==> src/verilog/ca_pkg.sv <==
package ca_pkg;

  // ********************************************************************
  // Register indices; the byte address is four times the index.
  // ********************************************************************
  localparam int NUM_CH = 6;
  localparam logic [9:0] IDX_STATUS = 10'h0A5;
  localparam logic [9:0] IDX_CONTROL = 10'h0BC;
  localparam logic [9:0] IDX_MODE0 = 10'h0C0;
  localparam logic [9:0] IDX_CMPL0 = 10'h0D0;
  localparam logic [9:0] IDX_CMPH0 = 10'h0D8;
  localparam logic [9:0] IDX_CNT_LO = 10'h0E0;
  localparam logic [9:0] IDX_CNT_HI = 10'h0E1;

  // ********************************************************************
  // Field positions.
  // ********************************************************************
  localparam int CTL_RUN = 6;
  localparam int CTL_OVF_IE = 5;
  localparam int CTL_IDLE = 4;
  localparam int CTL_TEN = 2;
  localparam int MODE_IE = 7;
  localparam int MODE_COMP = 6;
  localparam int MODE_CAPR = 5;
  localparam int MODE_CAPF = 4;
  localparam int MODE_MATCH = 3;
  localparam int MODE_TOGGLE = 2;
  localparam int STA_OTHER_OVF = 6;
  localparam int STA_OVF = 7;

  // ********************************************************************
  // Reset values, masks and codes.
  // ********************************************************************
  localparam logic [7:0] CTL_RESET = 8'h00;
  localparam logic [7:0] CTL_WMASK = 8'h77;
  localparam logic [7:0] MODE_RESET = 8'h00;
  localparam logic [7:0] STA_RESET = 8'h00;
  localparam logic [15:0] CNT_RESET = 16'h0000;
  localparam logic [15:0] CNT_MAX16 = 16'hFFFF;
  localparam logic [15:0] CNT_MAX10 = 16'h03FF;
  localparam logic [1:0] CLK_PRESCALE = 2'b00;
  localparam logic [1:0] CLK_TIMER0 = 2'b01;
  localparam logic [1:0] CLK_EXT = 2'b10;
  localparam logic [1:0] PWM_OFF = 2'b00;
  localparam logic [1:0] PWM_8_FIXED = 2'b01;
  localparam logic [1:0] PWM_8_PROG = 2'b10;
  localparam logic [1:0] PWM_WIDE = 2'b11;

  typedef enum logic [1:0] {
    BUS_IDLE = 2'b00,
    BUS_WRITE = 2'b01,
    BUS_RDWAIT = 2'b10,
    BUS_RDDATA = 2'b11
  } bus_state_e;

endpackage

==> src/verilog/counter_array_top.sv <==
// Functional notes
// - Run bit starts the counter; only software clears it.
// - Overflow flag raises the interrupt only while overflow enable is set.
// - With idle stop set the counter halts during processor idle.
// - Wide pulse width bit picks 10-bit (one) or 16-bit (zero).
// - Clock select: prescaler, timer 0 overflow, or external pin rising edges.
// - Six channel and two overflow sources are ORed into one request.
// - Mode bit 7 gates the channel flag onto the interrupt request.
// - Mode bit 6 enables the comparator; off means no compare action.
// - Mode bit 5 captures the counter on a rising pin edge.
// - Mode bit 4 captures the counter on a falling pin edge.
// - Both capture bits capture on every pin transition.
// - Mode bit 3 makes a comparator match set the channel flag.
// - Mode bit 2 makes each match invert the channel pin while the PWM field is zero.
// - Two-bit field selects 8-bit fixed, 8-bit programmable or wide PWM.
// - Every channel mode register resets to zero, meaning no operation.
// - Compare low byte write clears comparator enable, high byte sets it.
`timescale 1ns/1ps
module counter_array_top (
  // Clock, reset and enable.
  input wire logic hclk,
  input wire logic hresetn,
  input wire logic ce,
  // AHB-Lite slave.
  input wire logic hsel,
  input wire logic [31:0] haddr,
  input wire logic [1:0] htrans,
  input wire logic hwrite,
  input wire logic [2:0] hsize,
  input wire logic [31:0] hwdata,
  input wire logic hready,
  output logic [31:0] hrdata,
  output logic hreadyout,
  output logic hresp,
  // Counter clock sources and processor state.
  input wire logic prescaler_tick,
  input wire logic timer0_overflow,
  input wire logic ext_clock,
  input wire logic idle_mode,
  // Overflow of the other counter array.
  input wire logic other_overflow,
  input wire logic other_overflow_irq_enable,
  // Channel pins.
  input wire logic [ca_pkg::NUM_CH-1:0] channel_pin_in,
  output logic [ca_pkg::NUM_CH-1:0] channel_pin_out,
  output logic [ca_pkg::NUM_CH-1:0] channel_pin_oe_n,
  // Combined interrupt request.
  output logic irq
);
  import ca_pkg::*;

  // ********************************************************************
  // Register decode.
  // ********************************************************************
  // The top bit of the stored index flags an address above the map, so
  // such an access never matches any register.
  function automatic logic is_reg(input logic [10:0] a,
                                  input logic [9:0] idx);
    is_reg = (a == {1'b0, idx});
  endfunction

  bus_state_e bus_state_reg, bus_state_next;
  logic [10:0] addr_reg, addr_next;
  logic [31:0] hrdata_next;
  logic hreadyout_next;
  logic take, wr_en;
  logic [7:0] wdata;
  logic [7:0] read_byte;

  logic [7:0] ctl_reg, ctl_next;
  logic [7:0] status_reg, status_next;
  logic [7:0] mode_reg [NUM_CH];
  logic [7:0] mode_next [NUM_CH];
  logic [15:0] cnt_reg, cnt_next;
  logic step_reg, step_next;
  logic ext_prev_reg, ext_prev_next;
  logic irq_next;
  logic tick, run, wrap;
  logic [15:0] wrap_max;

  logic [NUM_CH-1:0] wr_low, wr_high, wr_mode, chan_event, chan_ie;
  logic [15:0] cmp [NUM_CH];

  assign take = hsel && htrans[1] && hready;
  assign wr_en = (bus_state_reg == BUS_WRITE);
  assign wdata = hwdata[7:0];

  // ********************************************************************
  // Bus slave.
  // ********************************************************************
  // Writes finish with no wait state. A read inserts one wait so that the
  // word latched into hrdata already holds any write of the cycle before.
  always_comb
  begin
    addr_next = addr_reg;
    bus_state_next = bus_state_reg;
    case (bus_state_reg)
      BUS_RDWAIT:
        bus_state_next = BUS_RDDATA;
      default:
      begin
        if (take)
        begin
          addr_next = {|haddr[31:12], haddr[11:2]};
          bus_state_next = hwrite ? BUS_WRITE : BUS_RDWAIT;
        end
        else
        begin
          bus_state_next = BUS_IDLE;
        end
      end
    endcase
    hreadyout_next = (bus_state_next != BUS_RDWAIT);
    read_byte = 8'h00;
    if (is_reg(addr_reg, IDX_STATUS))
    begin
      read_byte = status_reg;
    end
    else if (is_reg(addr_reg, IDX_CONTROL))
    begin
      read_byte = ctl_reg;
    end
    else if (is_reg(addr_reg, IDX_CNT_LO))
    begin
      read_byte = cnt_reg[7:0];
    end
    else if (is_reg(addr_reg, IDX_CNT_HI))
    begin
      read_byte = cnt_reg[15:8];
    end
    else
    begin
      for (int n = 0; n < NUM_CH; n++)
      begin
        if (is_reg(addr_reg, IDX_MODE0 + 10'(n)))
        begin
          read_byte = mode_reg[n];
        end
        else if (is_reg(addr_reg, IDX_CMPL0 + 10'(n)))
        begin
          read_byte = cmp[n][7:0];
        end
        else if (is_reg(addr_reg, IDX_CMPH0 + 10'(n)))
        begin
          read_byte = cmp[n][15:8];
        end
      end
    end
    hrdata_next = hrdata;
    if (bus_state_reg == BUS_RDWAIT)
    begin
      hrdata_next = {24'h000000, read_byte};
    end
  end

  always_ff @(posedge hclk or negedge hresetn)
  begin
    if (!hresetn)
    begin
      bus_state_reg <= BUS_IDLE;
      addr_reg <= 11'h000;
      hrdata <= 32'h00000000;
      hreadyout <= 1'b1;
      hresp <= 1'b0;
    end
    else if (ce)
    begin
      bus_state_reg <= bus_state_next;
      addr_reg <= addr_next;
      hrdata <= hrdata_next;
      hreadyout <= hreadyout_next;
      hresp <= 1'b0;
    end
  end

  // ********************************************************************
  // Control, mode and status registers.
  // ********************************************************************
  always_comb
  begin
    ctl_next = ctl_reg;
    if (wr_en && is_reg(addr_reg, IDX_CONTROL))
    begin
      ctl_next = wdata & CTL_WMASK;
    end
    for (int n = 0; n < NUM_CH; n++)
    begin
      mode_next[n] = mode_reg[n];
      if (wr_mode[n])
      begin
        mode_next[n] = wdata;
      end
      if (wr_low[n])
      begin
        mode_next[n][MODE_COMP] = 1'b0;
      end
      if (wr_high[n])
      begin
        mode_next[n][MODE_COMP] = 1'b1;
      end
    end
    // Ones written to the status register clear flags; a new event in the
    // same cycle still sets its flag.
    status_next = status_reg;
    if (wr_en && is_reg(addr_reg, IDX_STATUS))
    begin
      status_next = status_reg & ~wdata;
    end
    status_next[NUM_CH-1:0] = status_next[NUM_CH-1:0] | chan_event;
    if (wrap)
    begin
      status_next[STA_OVF] = 1'b1;
    end
    if (other_overflow)
    begin
      status_next[STA_OTHER_OVF] = 1'b1;
    end
    irq_next = |(status_reg[NUM_CH-1:0] & chan_ie)
      || (status_reg[STA_OVF] && ctl_reg[CTL_OVF_IE])
      || (status_reg[STA_OTHER_OVF] && other_overflow_irq_enable);
  end

  always_ff @(posedge hclk or negedge hresetn)
  begin
    if (!hresetn)
    begin
      ctl_reg <= CTL_RESET;
      status_reg <= STA_RESET;
      irq <= 1'b0;
      for (int n = 0; n < NUM_CH; n++)
      begin
        mode_reg[n] <= MODE_RESET;
      end
    end
    else if (ce)
    begin
      ctl_reg <= ctl_next;
      status_reg <= status_next;
      irq <= irq_next;
      for (int n = 0; n < NUM_CH; n++)
      begin
        mode_reg[n] <= mode_next[n];
      end
    end
  end

  // ********************************************************************
  // Array counter.
  // ********************************************************************
  // External pin edges are found at the system clock, which is why that
  // source must stay well below the clock rate.
  always_comb
  begin
    ext_prev_next = ext_clock;
    case (ctl_reg[1:0])
      CLK_PRESCALE: tick = prescaler_tick;
      CLK_TIMER0: tick = timer0_overflow;
      CLK_EXT: tick = ext_clock && !ext_prev_reg;
      default: tick = 1'b0;
    endcase
    run = ctl_reg[CTL_RUN] && !(ctl_reg[CTL_IDLE] && idle_mode);
    wrap_max = ctl_reg[CTL_TEN] ? CNT_MAX10 : CNT_MAX16;
    wrap = run && tick && (cnt_reg >= wrap_max);
    step_next = run && tick;
    cnt_next = cnt_reg;
    if (wrap)
    begin
      cnt_next = CNT_RESET;
    end
    else if (run && tick)
    begin
      cnt_next = cnt_reg + 16'h0001;
    end
  end

  always_ff @(posedge hclk or negedge hresetn)
  begin
    if (!hresetn)
    begin
      cnt_reg <= CNT_RESET;
      step_reg <= 1'b0;
      ext_prev_reg <= 1'b0;
    end
    else if (ce)
    begin
      cnt_reg <= cnt_next;
      step_reg <= step_next;
      ext_prev_reg <= ext_prev_next;
    end
  end

  // ********************************************************************
  // Channels.
  // ********************************************************************
  for (genvar g = 0; g < NUM_CH; g++)
  begin : gen_ch
    assign wr_low[g] = wr_en && is_reg(addr_reg, IDX_CMPL0 + 10'(g));
    assign wr_high[g] = wr_en && is_reg(addr_reg, IDX_CMPH0 + 10'(g));
    assign wr_mode[g] = wr_en && is_reg(addr_reg, IDX_MODE0 + 10'(g));
    assign chan_ie[g] = mode_reg[g][MODE_IE];
    timer_channel u_ch (
      .hclk(hclk),
      .hresetn(hresetn),
      .ce(ce),
      .mode(mode_reg[g]),
      .ten_bit(ctl_reg[CTL_TEN]),
      .cnt(cnt_reg),
      .step(step_reg),
      .wr_low(wr_low[g]),
      .wr_high(wr_high[g]),
      .wdata(wdata),
      .pin_in(channel_pin_in[g]),
      .cmp(cmp[g]),
      .event_pulse(chan_event[g]),
      .pin_out(channel_pin_out[g]),
      .pin_oe_n(channel_pin_oe_n[g])
    );
    a_high_arms: assert property (@(posedge hclk) disable iff (!hresetn)
      ce && wr_high[g] |=> mode_reg[g][MODE_COMP])
      else $error("compare high write did not arm the comparator");
  end

  // ********************************************************************
  // Checks.
  // ********************************************************************
  a_run_kept: assert property (@(posedge hclk) disable iff (!hresetn)
    ce && ctl_reg[CTL_RUN] && !(wr_en && is_reg(addr_reg, IDX_CONTROL))
    |=> ctl_reg[CTL_RUN])
    else $error("run bit dropped without a software write");
  a_ovf_irq: assert property (@(posedge hclk) disable iff (!hresetn)
    ce && status_reg[STA_OVF] && ctl_reg[CTL_OVF_IE] |=> irq)
    else $error("enabled overflow did not request an interrupt");
  a_idle_hold: assert property (@(posedge hclk) disable iff (!hresetn)
    ce && idle_mode && ctl_reg[CTL_IDLE] |=> $stable(cnt_reg))
    else $error("counter moved in idle with idle stop set");
  a_ten_wrap: assert property (@(posedge hclk) disable iff (!hresetn)
    ce && run && tick && ctl_reg[CTL_TEN] && cnt_reg == CNT_MAX10
    |=> cnt_reg == CNT_RESET)
    else $error("10-bit counter did not wrap at its maximum");
  a_timer0_src: assert property (@(posedge hclk) disable iff (!hresetn)
    ce && ctl_reg[1:0] == CLK_TIMER0 && !timer0_overflow
    |=> $stable(cnt_reg))
    else $error("counter advanced without a timer 0 overflow");
  a_irq_merge: assert property (@(posedge hclk) disable iff (!hresetn)
    ce && (status_reg[NUM_CH-1:0] & chan_ie) != 6'h00 |=> irq)
    else $error("enabled channel flag did not request an interrupt");
  a_irq_gate: assert property (@(posedge hclk) disable iff (!hresetn)
    ce && (status_reg[NUM_CH-1:0] & chan_ie) == 6'h00
    && !(status_reg[STA_OVF] && ctl_reg[CTL_OVF_IE])
    && !(status_reg[STA_OTHER_OVF] && other_overflow_irq_enable)
    |=> !irq)
    else $error("interrupt requested with every source gated off");
  a_wrap_flag: assert property (@(posedge hclk) disable iff (!hresetn)
    ce && run && tick && cnt_reg == wrap_max
    |=> status_reg[STA_OVF] && cnt_reg == CNT_RESET)
    else $error("counter wrap did not set the overflow flag");
endmodule

==> src/verilog/timer_channel.sv <==
`timescale 1ns/1ps
module timer_channel (
  // Clock and reset.
  input wire logic hclk,
  input wire logic hresetn,
  input wire logic ce,
  // Configuration and counter.
  input wire logic [7:0] mode,
  input wire logic ten_bit,
  input wire logic [15:0] cnt,
  input wire logic step,
  // Compare byte writes.
  input wire logic wr_low,
  input wire logic wr_high,
  input wire logic [7:0] wdata,
  // Results.
  input wire logic pin_in,
  output logic [15:0] cmp,
  output logic event_pulse,
  output logic pin_out,
  output logic pin_oe_n
);
  import ca_pkg::*;

  logic [15:0] cmp_next;
  logic prev_reg, prev_next, out_next, oe_n_next;
  logic rise, fall, capture, match, ge;

  always_comb
  begin
    rise = pin_in && !prev_reg;
    fall = !pin_in && prev_reg;
    capture = (rise && mode[MODE_CAPR]) || (fall && mode[MODE_CAPF]);
    match = step && mode[MODE_COMP] && (cnt == cmp);
    if (mode[1:0] == PWM_WIDE)
    begin
      ge = ten_bit ? (cnt[9:0] >= cmp[9:0]) : (cnt >= cmp);
    end
    else
    begin
      ge = cnt[7:0] >= cmp[15:8];
    end
    cmp_next = cmp;
    if (wr_low)
    begin
      cmp_next[7:0] = wdata;
    end
    if (wr_high)
    begin
      cmp_next[15:8] = wdata;
    end
    // A capture beats a software write landing in the same cycle.
    if (capture)
    begin
      cmp_next = cnt;
    end
    prev_next = pin_in;
    out_next = pin_out;
    if (mode[1:0] != PWM_OFF)
    begin
      out_next = mode[MODE_COMP] && ge;
    end
    else if (mode[MODE_TOGGLE] && match)
    begin
      out_next = !pin_out;
    end
    oe_n_next = !((mode[1:0] != PWM_OFF) || mode[MODE_TOGGLE]);
    event_pulse = capture || (match && mode[MODE_MATCH]);
  end

  always_ff @(posedge hclk or negedge hresetn)
  begin
    if (!hresetn)
    begin
      cmp <= 16'h0000;
      prev_reg <= 1'b0;
      pin_out <= 1'b0;
      pin_oe_n <= 1'b1;
    end
    else if (ce)
    begin
      cmp <= cmp_next;
      prev_reg <= prev_next;
      pin_out <= out_next;
      pin_oe_n <= oe_n_next;
    end
  end

  a_cap_rise: assert property (@(posedge hclk) disable iff (!hresetn)
    ce && rise && mode[MODE_CAPR] |=> cmp == $past(cnt))
    else $error("rising edge did not capture the counter");
  a_cap_fall: assert property (@(posedge hclk) disable iff (!hresetn)
    ce && fall && mode[MODE_CAPF] |=> cmp == $past(cnt))
    else $error("falling edge did not capture the counter");
  a_cap_both: assert property (@(posedge hclk) disable iff (!hresetn)
    (rise || fall) && mode[5:4] == 2'b11 |-> event_pulse)
    else $error("transition capture missed an edge");
  a_match_flag: assert property (@(posedge hclk) disable iff (!hresetn)
    step && cnt == cmp && mode[MODE_COMP] && mode[MODE_MATCH]
    |-> event_pulse)
    else $error("match did not raise the channel event");
  a_comp_off: assert property (@(posedge hclk) disable iff (!hresetn)
    ce && !mode[MODE_COMP] && mode[1:0] == PWM_OFF |=> $stable(pin_out))
    else $error("disabled comparator moved the pin");
  a_toggle_pin: assert property (@(posedge hclk) disable iff (!hresetn)
    ce && match && mode[MODE_TOGGLE] && mode[1:0] == PWM_OFF
    |=> pin_out != $past(pin_out))
    else $error("match did not toggle the pin");
  a_pwm_drive: assert property (@(posedge hclk) disable iff (!hresetn)
    ce && mode[1:0] != PWM_OFF |=> !pin_oe_n)
    else $error("pwm channel does not drive its pin");
endmodule
==> config.mk <==
export PLATFORM = sky130hd
export DESIGN_NAME = counter_array_top
export DESIGN_NICKNAME = d
export VERILOG_FILES = /design/src/verilog/ca_pkg.sv /design/src/verilog/counter_array_top.sv /design/src/verilog/timer_channel.sv
export SDC_FILE = /design/constraint.sdc
export NUM_CORES = 1
export LEC_CHECK = 0
export BUFFER_PORTS_ARGS = -buffer_cell sky130_fd_sc_hd__buf_2
export CORE_MARGIN = 2
export CORE_UTILIZATION = 40
export DETAILED_ROUTE_END_ITERATION = 7
export PLACE_DENSITY_LB_ADDON = 0.2
export SKIP_LAST_GASP = 1
export SYNTH_ARGS = -nofsm -noshare
export SYNTH_HDL_FRONTEND = slang
export SYNTH_SLANG_ARGS = --single-unit
export TNS_END_PERCENT = 30
==> constraint.sdc <==
create_clock -name hclk -period 3.85 [get_ports hclk]
set_input_delay 0.77 -clock hclk [delete_from_list [all_inputs] [get_ports hclk]]
set_output_delay 0.77 -clock hclk [all_outputs]
set_load 0.02 [all_outputs]
==> results_dict.tcl, run 1 <==
set metrics [dict create \
    cp-end-kind "flop" \
    status "finished, final reports clean" \
    cts_buffers 27 \
    drtIter0Drc 1429 \
    swShare_pct 35.0 \
    grt_overflow 0 \
    drv_cap 0 \
    hp-class "primary input to async pin" \
    tns_ps 0 \
    die_y_um 206 \
    stdcell_area_mm2 0.0184 \
    cp_max_fo 13 \
    ys_top_cells_by_count "dfrtp_1 (210), nand2_1 (205), o21ai_0 (201), ha_1 (151), inv_1 (106)" \
    wl_per_cell_um 26.5 \
    post-synth-top-count-cell "dfrtp_1" \
    combPwrFrac_pct 26.5 \
    slowest_stage "dfrtp_1" \
    worst_slack_ps 749 \
    h-tree-depth 1 \
    p_leak_nw 7.87 \
    dr.pass1.iters 5 \
    hpwl_um 47600 \
    pin_count 134 \
    fin_total_pwr_w 0.00792 \
    yosysUniqueCellTypes 85 \
    synth_area_mm2 0.0163 \
    die_area_mm2 0.0425 \
    p_sw_w 0.00277 \
    syn_area_per_cell_um2 8.79 \
    path_clk_slew_ps 60 \
    avgViaCountPerCell 6.19 \
    ys_warn_count 0 \
    vias 15282 \
    antenna_found_initial 1 \
    cts_root_buffer "clkbuf_16" \
    slowest_delay_ps 660 \
    synth_seq_area_share_pct 33.3 \
    worstPathArrival_ps 3540 \
    r2r-start "addr_reg[4]$_DFFE_PN0P_" \
    antenna_cells 0 \
    layout_worst_path_cycle_share_pct 80.5 \
    grt_pass1_wl_um 97600 \
    cts_tree "built" \
    insertion_delay_ps 570 \
    reg2reg_slack_ps 750 \
    cts_buffer_depth 3 \
    synth_edf_count 0 \
    cts_hold_buf 0 \
    period_minus_slack_ps 3100 \
    async_flop_share_pct 100 \
    io_buffers 78 \
    pre_cts_ws_ps 836 \
    areaGrowthSynthToFinish_pct 12.4 \
    fmax_mhz 322 \
    wl_um 65400 \
    grt_pass1_vias 14888 \
    path_cells "nand4bb_1, nor3_2, a221o_1, a211oi_1, o2111ai_1, nand3_1, o21ai_1" \
    max_slew.worst_pin.slew_ps 960 \
    finalHoldViolCount 0 \
    synth_top_cell_by_area "dfrtp_1" \
    start_util_pct 40.3 \
    drc 0 \
    cts_post_setup_buffers_inserted 0 \
    clock_skew_ps 18.8 \
    ys.flop_type "dfrtp_1" \
    r2r_cells 7 \
    numClockSinks 217 \
    internal_power_w 0.00515 \
    place_area_mm2 0.0174 \
    globalplace.congestion 0.973 \
    setup.worst_path.start_class "flop" \
    nets 2156 \
    timing.rr.end "hrdata[0]$_DFFE_PN0P_" \
    power.density_mw_per_mm2 431 \
    rows 74 \
    synth_top_area_share_pct 32.2 \
    grt_max_degree 75 \
    yosys-top-cells-area "dfrtp_1 (32%), ha_1 (12%), mux2i_1 (6.4%)" \
    largest_register_ffs 96 \
    power_frac_clock_pct 36.9 \
    hold_ws_ps 158 \
    rsz0062_at_grt "false" \
    cts.repair.resized 0 \
    n_fill_cell 4023 \
    slew_viol_final 0 \
    die_w_um 206 \
    ant_nets 0 \
    required_ps 4290 \
    relSlewSlack_pct 35.6 \
    synth-seq-cells 217 \
    setup_viol 0 \
    seqPwrFrac_pct 36.6 \
    grt_use_total_pct 31.0 \
    core_area_mm2 0.0406 \
    ir_drop_mv 0.337 \
    critical_path_class "flop to flop" \
    synth_cells 1857 \
    drive_above_1_share_pct 15.8 \
]
per-stage QoR:
stage | cells | utilization, %
finish | 2470 | 45.3
CTS | 2470 | 45.3
global route | 2470 | 45.3
detailed placement | 2421 | 42.8
floorplan | 1881 | -
global placement | 2421 | 42.8
final cells by class:
type	count	area, µm²	area share (%)
Multi-Input combinational cell	1413	9880	53.8
Inverter	106	398	2.17
Tap cell	532	666	3.63
Clock inverter	15	259	1.41
Clock buffer	34	742	4.04
Timing Repair Buffer	153	976	5.32
Sequential cell	217	5440	29.6
layer usage:
| metal | track usage [%] | vias up | wire, µm |
|---|---|---|---|
| li1 | - | 6902 | - |
| met4 | 9.29 | 2 | 1830 |
| met3 | 4.46 | 119 | 5810 |
| met5 | 0 | - | 9 |
| met2 | 47.5 | 732 | 28400 |
| met1 | 45.2 | 7527 | 29400 |
critical path, delay by kind of cell (launching register included):
family / cells / cell delay, ps
compound gates: 4 / 1330
simple gates: 3 / 970
flops: 1 / 660
cells by family after synthesis:
family / share of synthesized area (%)
and+or+nand+nor: 18.2
muxes: 10.8
DFF: 33.3
buffers and inverters: 6.94
AOI/OAI and AO/OA: 18.8
other: 0.0230
xor gates and xnor gates: 0.375
adders and majority gates: 11.6
layout by cell type (no fill, tap or decap), types with 20 or more instances in the layout:
cell and instances:
nand4_1 39, nor2_1 100, ha_1 151, o21ai_0 195
conb_1 25, nand2_1 205, inv_1 106, mux2_2 64
nand3_1 31, a21oi_1 66, buf_2 77, nor3_1 48
buf_4 74, nor2b_1 21, dfrtp_1 210, mux2i_1 104
clkbuf_16 27, a211oi_1 20
power by group through the flow:
| stage | Combinational [W] | Sequential, W | Clock (W) |
|---|---|---|---|
| global route | 0.00233 | 0.00292 | 0.00305 |
| floorplan | 0.00140 | 0.00277 | 0 |
| CTS | 0.00207 | 0.00289 | 0.00296 |
| finish | 0.00210 | 0.00290 | 0.00292 |
| global placement | 0.00200 | 0.00292 | 0 |
| detailed placement | 0.00205 | 0.00293 | 0 |
how the worst max path moves through the flow:
stage / end / from / cells past startpoint / slack, ps
finish: hrdata[0]$_DFFE_PN0P_ / addr_reg[4]$_DFFE_PN0P_ / 7 / 750
global route: hrdata[7]$_DFFE_PN0P_ / addr_reg[3]$_DFFE_PN0P_ / 7 / 620
CTS: hrdata[6]$_DFFE_PN0P_ / addr_reg[0]$_DFFE_PN0P_ / 9 / 810
detailed placement: hrdata[6]$_DFFE_PN0P_ / addr_reg[0]$_DFFE_PN0P_ / 9 / 840
global placement: hrdata[1]$_DFFE_PN0P_ / addr_reg[3]$_DFFE_PN0P_ / 8 / 860
floorplan: gen_ch[3].u_ch.pin_out$_DFFE_PN0P_ / cnt_reg[0]$_DFFE_PN0P_ / 10 / 1180
No activity file was read; power rests on OpenSTA's default activity.
==> run 2: changes to the inputs <==
- clock period: 3.85 -> 3 ns (I/O delays scaled with it)
==> run 2 against run 1 <==
Net effect: core utilization up 0.77 points; first-iteration DRC count up 1.0%; non-clock buffer count is 54 higher; fmax rose by 5.8%; critical endpoint is now hrdata[6]$_DFFE_PN0P_; largest cell class unchanged.
==> results_dict.tcl, run 2 (same netlist as run 1, synthesis figures left out) <==
set metrics [dict create \
    critical_path_class "flop to flop" \
    antenna_found_initial 1 \
    wl_per_cell_um 26.2 \
    cts_tree "built" \
    dpl.cell_count 2475 \
    power.density_mw_per_mm2 519 \
    die_w_um 206 \
    p_leak_nw 8.08 \
    largest_register_ffs 96 \
    h-tree-depth 1 \
    hpwl_um 48800 \
    hp-class "primary input to async pin" \
    final_cells 2520 \
    pre_cts_ws_ps 204 \
    multi_input_area_mm2 0.00988 \
    max_slew.worst_pin.slew_ps 1000 \
    ff_latch_area_mm2 0.00544 \
    ant_nets 0 \
    cts_buffer_depth 3 \
    die_area_mm2 0.0425 \
    vias 15616 \
    grt_use_total_pct 31.2 \
    antenna_cells 0 \
    grt_max_degree 63 \
    hold_ws_ps 14.6 \
    status "finished, final reports clean" \
    drc 0 \
    avgViaCountPerCell 6.20 \
    finalHoldViolCount 0 \
    grt_pass1_vias 14948 \
    path_clk_slew_ps 70 \
    drtIter0Drc 1444 \
    n_fill_cell 4023 \
    areaGrowthSynthToFinish_pct 14.3 \
    cts_root_buffer "clkbuf_16" \
    final_common_cell "dfrtp_1" \
    die_y_um 206 \
    io_buffers 78 \
    core_area_mm2 0.0406 \
    start_util_pct 40.3 \
    nets 2209 \
    grt_pass1_wl_um 98300 \
    worst_slack_ps 69.4 \
    wl_um 66000 \
    cts_post_setup_buffers_inserted 0 \
    drive_above_1_share_pct 17.8 \
    cp_max_fo 11 \
    cp-end-kind "flop" \
    ir_drop_mv 0.411 \
    final_util_pct 46.0 \
    final_cell_mix "dfrtp_1 (209), nand2_1 (205), o21ai_0 (195)" \
    dr.pass1.iters 5 \
    setup.worst_path.start_class "flop" \
    insertion_delay_ps 560 \
    relSlewSlack_pct 32.8 \
    setup_viol 0 \
    rsz0062_at_grt "true" \
    required_ps 3440 \
    slew_viol_final 0 \
    worstPathArrival_ps 3370 \
    period_minus_slack_ps 2930 \
    cts_hold_buf 0 \
    tns_ps 0 \
    cts_buffers 26 \
    fmax_mhz 341 \
    globalplace.congestion 1.01 \
    rows 74 \
    layout_worst_path_cycle_share_pct 97.7 \
    pin_count 134 \
    clock_skew_ps 9.80 \
    numClockSinks 217 \
    grt_overflow 0 \
    drv_cap 0 \
]
-- run 2: cell types whose count changed in the layout (fill, tap and decap cells not counted), moves of 4 or more --
cell       change
clkbuf_1       +4
buf_4         +50
clkbuf_8       +4
buf_12         +4
bufinv_16      -6
clkinv_2       -4
-- run 2: worst paths after layout --
path | slack [ps] | start | depth (start not counted) | endpoint
hold / removal | 10 | hresetn | 1 | gen_ch[3].u_ch.pin_out$_DFFE_PN0P_
max in group asynchronous | 2210 | hresetn | 2 | gen_ch[2].u_ch.pin_oe_n$_DFFE_PN1P_
min in group hclk | 270 | hwrite | 2 | bus_state_reg[1]$_DFFE_PN0P_
setup reg to reg | 70 | addr_reg[7]$_DFFE_PN0P_ | 8 | hrdata[6]$_DFFE_PN0P_
setup / recovery | 70 | addr_reg[7]$_DFFE_PN0P_ | 8 | hrdata[6]$_DFFE_PN0P_
hold reg to reg | 480 | gen_ch[5].u_ch.cmp[12]$_DFFE_PN0P_ | 2 | gen_ch[5].u_ch.cmp[12]$_DFFE_PN0P_
-- run 2: where the power goes --
part           switching (W)  internal, W
combinational        0.00169      0.00107
sequential          0.000459      0.00325
clock                0.00131      0.00192
total                0.00346      0.00623
-- run 2: stage by stage --
stage          total power [W]  cell area, µm²
4_1_cts                0.00969           18700
6_report               0.00970           18700
3_3_place_gp           0.00637           17800
5_1_grt                 0.0102           18700
3_5_place_dp           0.00644           17800
2_1_floorplan          0.00534           16400
-- run 2: critical path, stage by stage, from the launching register on --
cell and delay (ps):
dfrtp_1 520, and4b_1 260, nand2_1 350, a2111oi_0 660
nor3_1 90, a2111oi_0 450, buf_4 210, o2111ai_1 80
nor3b_2 190
-- run 2: area by class of cell --
cell class / count / area share (%)
Clock buffer: 42 / 4.35
Clock inverter: 3 / 0.228
Inverter: 106 / 2.13
Multi-Input combinational cell: 1413 / 52.9
Sequential cell: 217 / 29.1
Tap cell: 532 / 3.57
Timing Repair Buffer: 207 / 7.67
-- run 2: metal layers --
metal  routed length, µm  global-route usage, %  share of wire (%)  vias to the layer above
li1                    -                      -                  -                     7010
met1               29600                   44.6                 45                     7782
met2               29200                   48.8                 44                      709
met3                5380                   4.46                8.1                      115
met4                1870                   8.98                2.8                        0
met5                   0                      0                  0                        -
-- run 2: repair_timing --
item                                   CTS  global route
setup endpoints to repair                0             2
endpoints found under the hold margin    0             0
resized for setup                        0             1
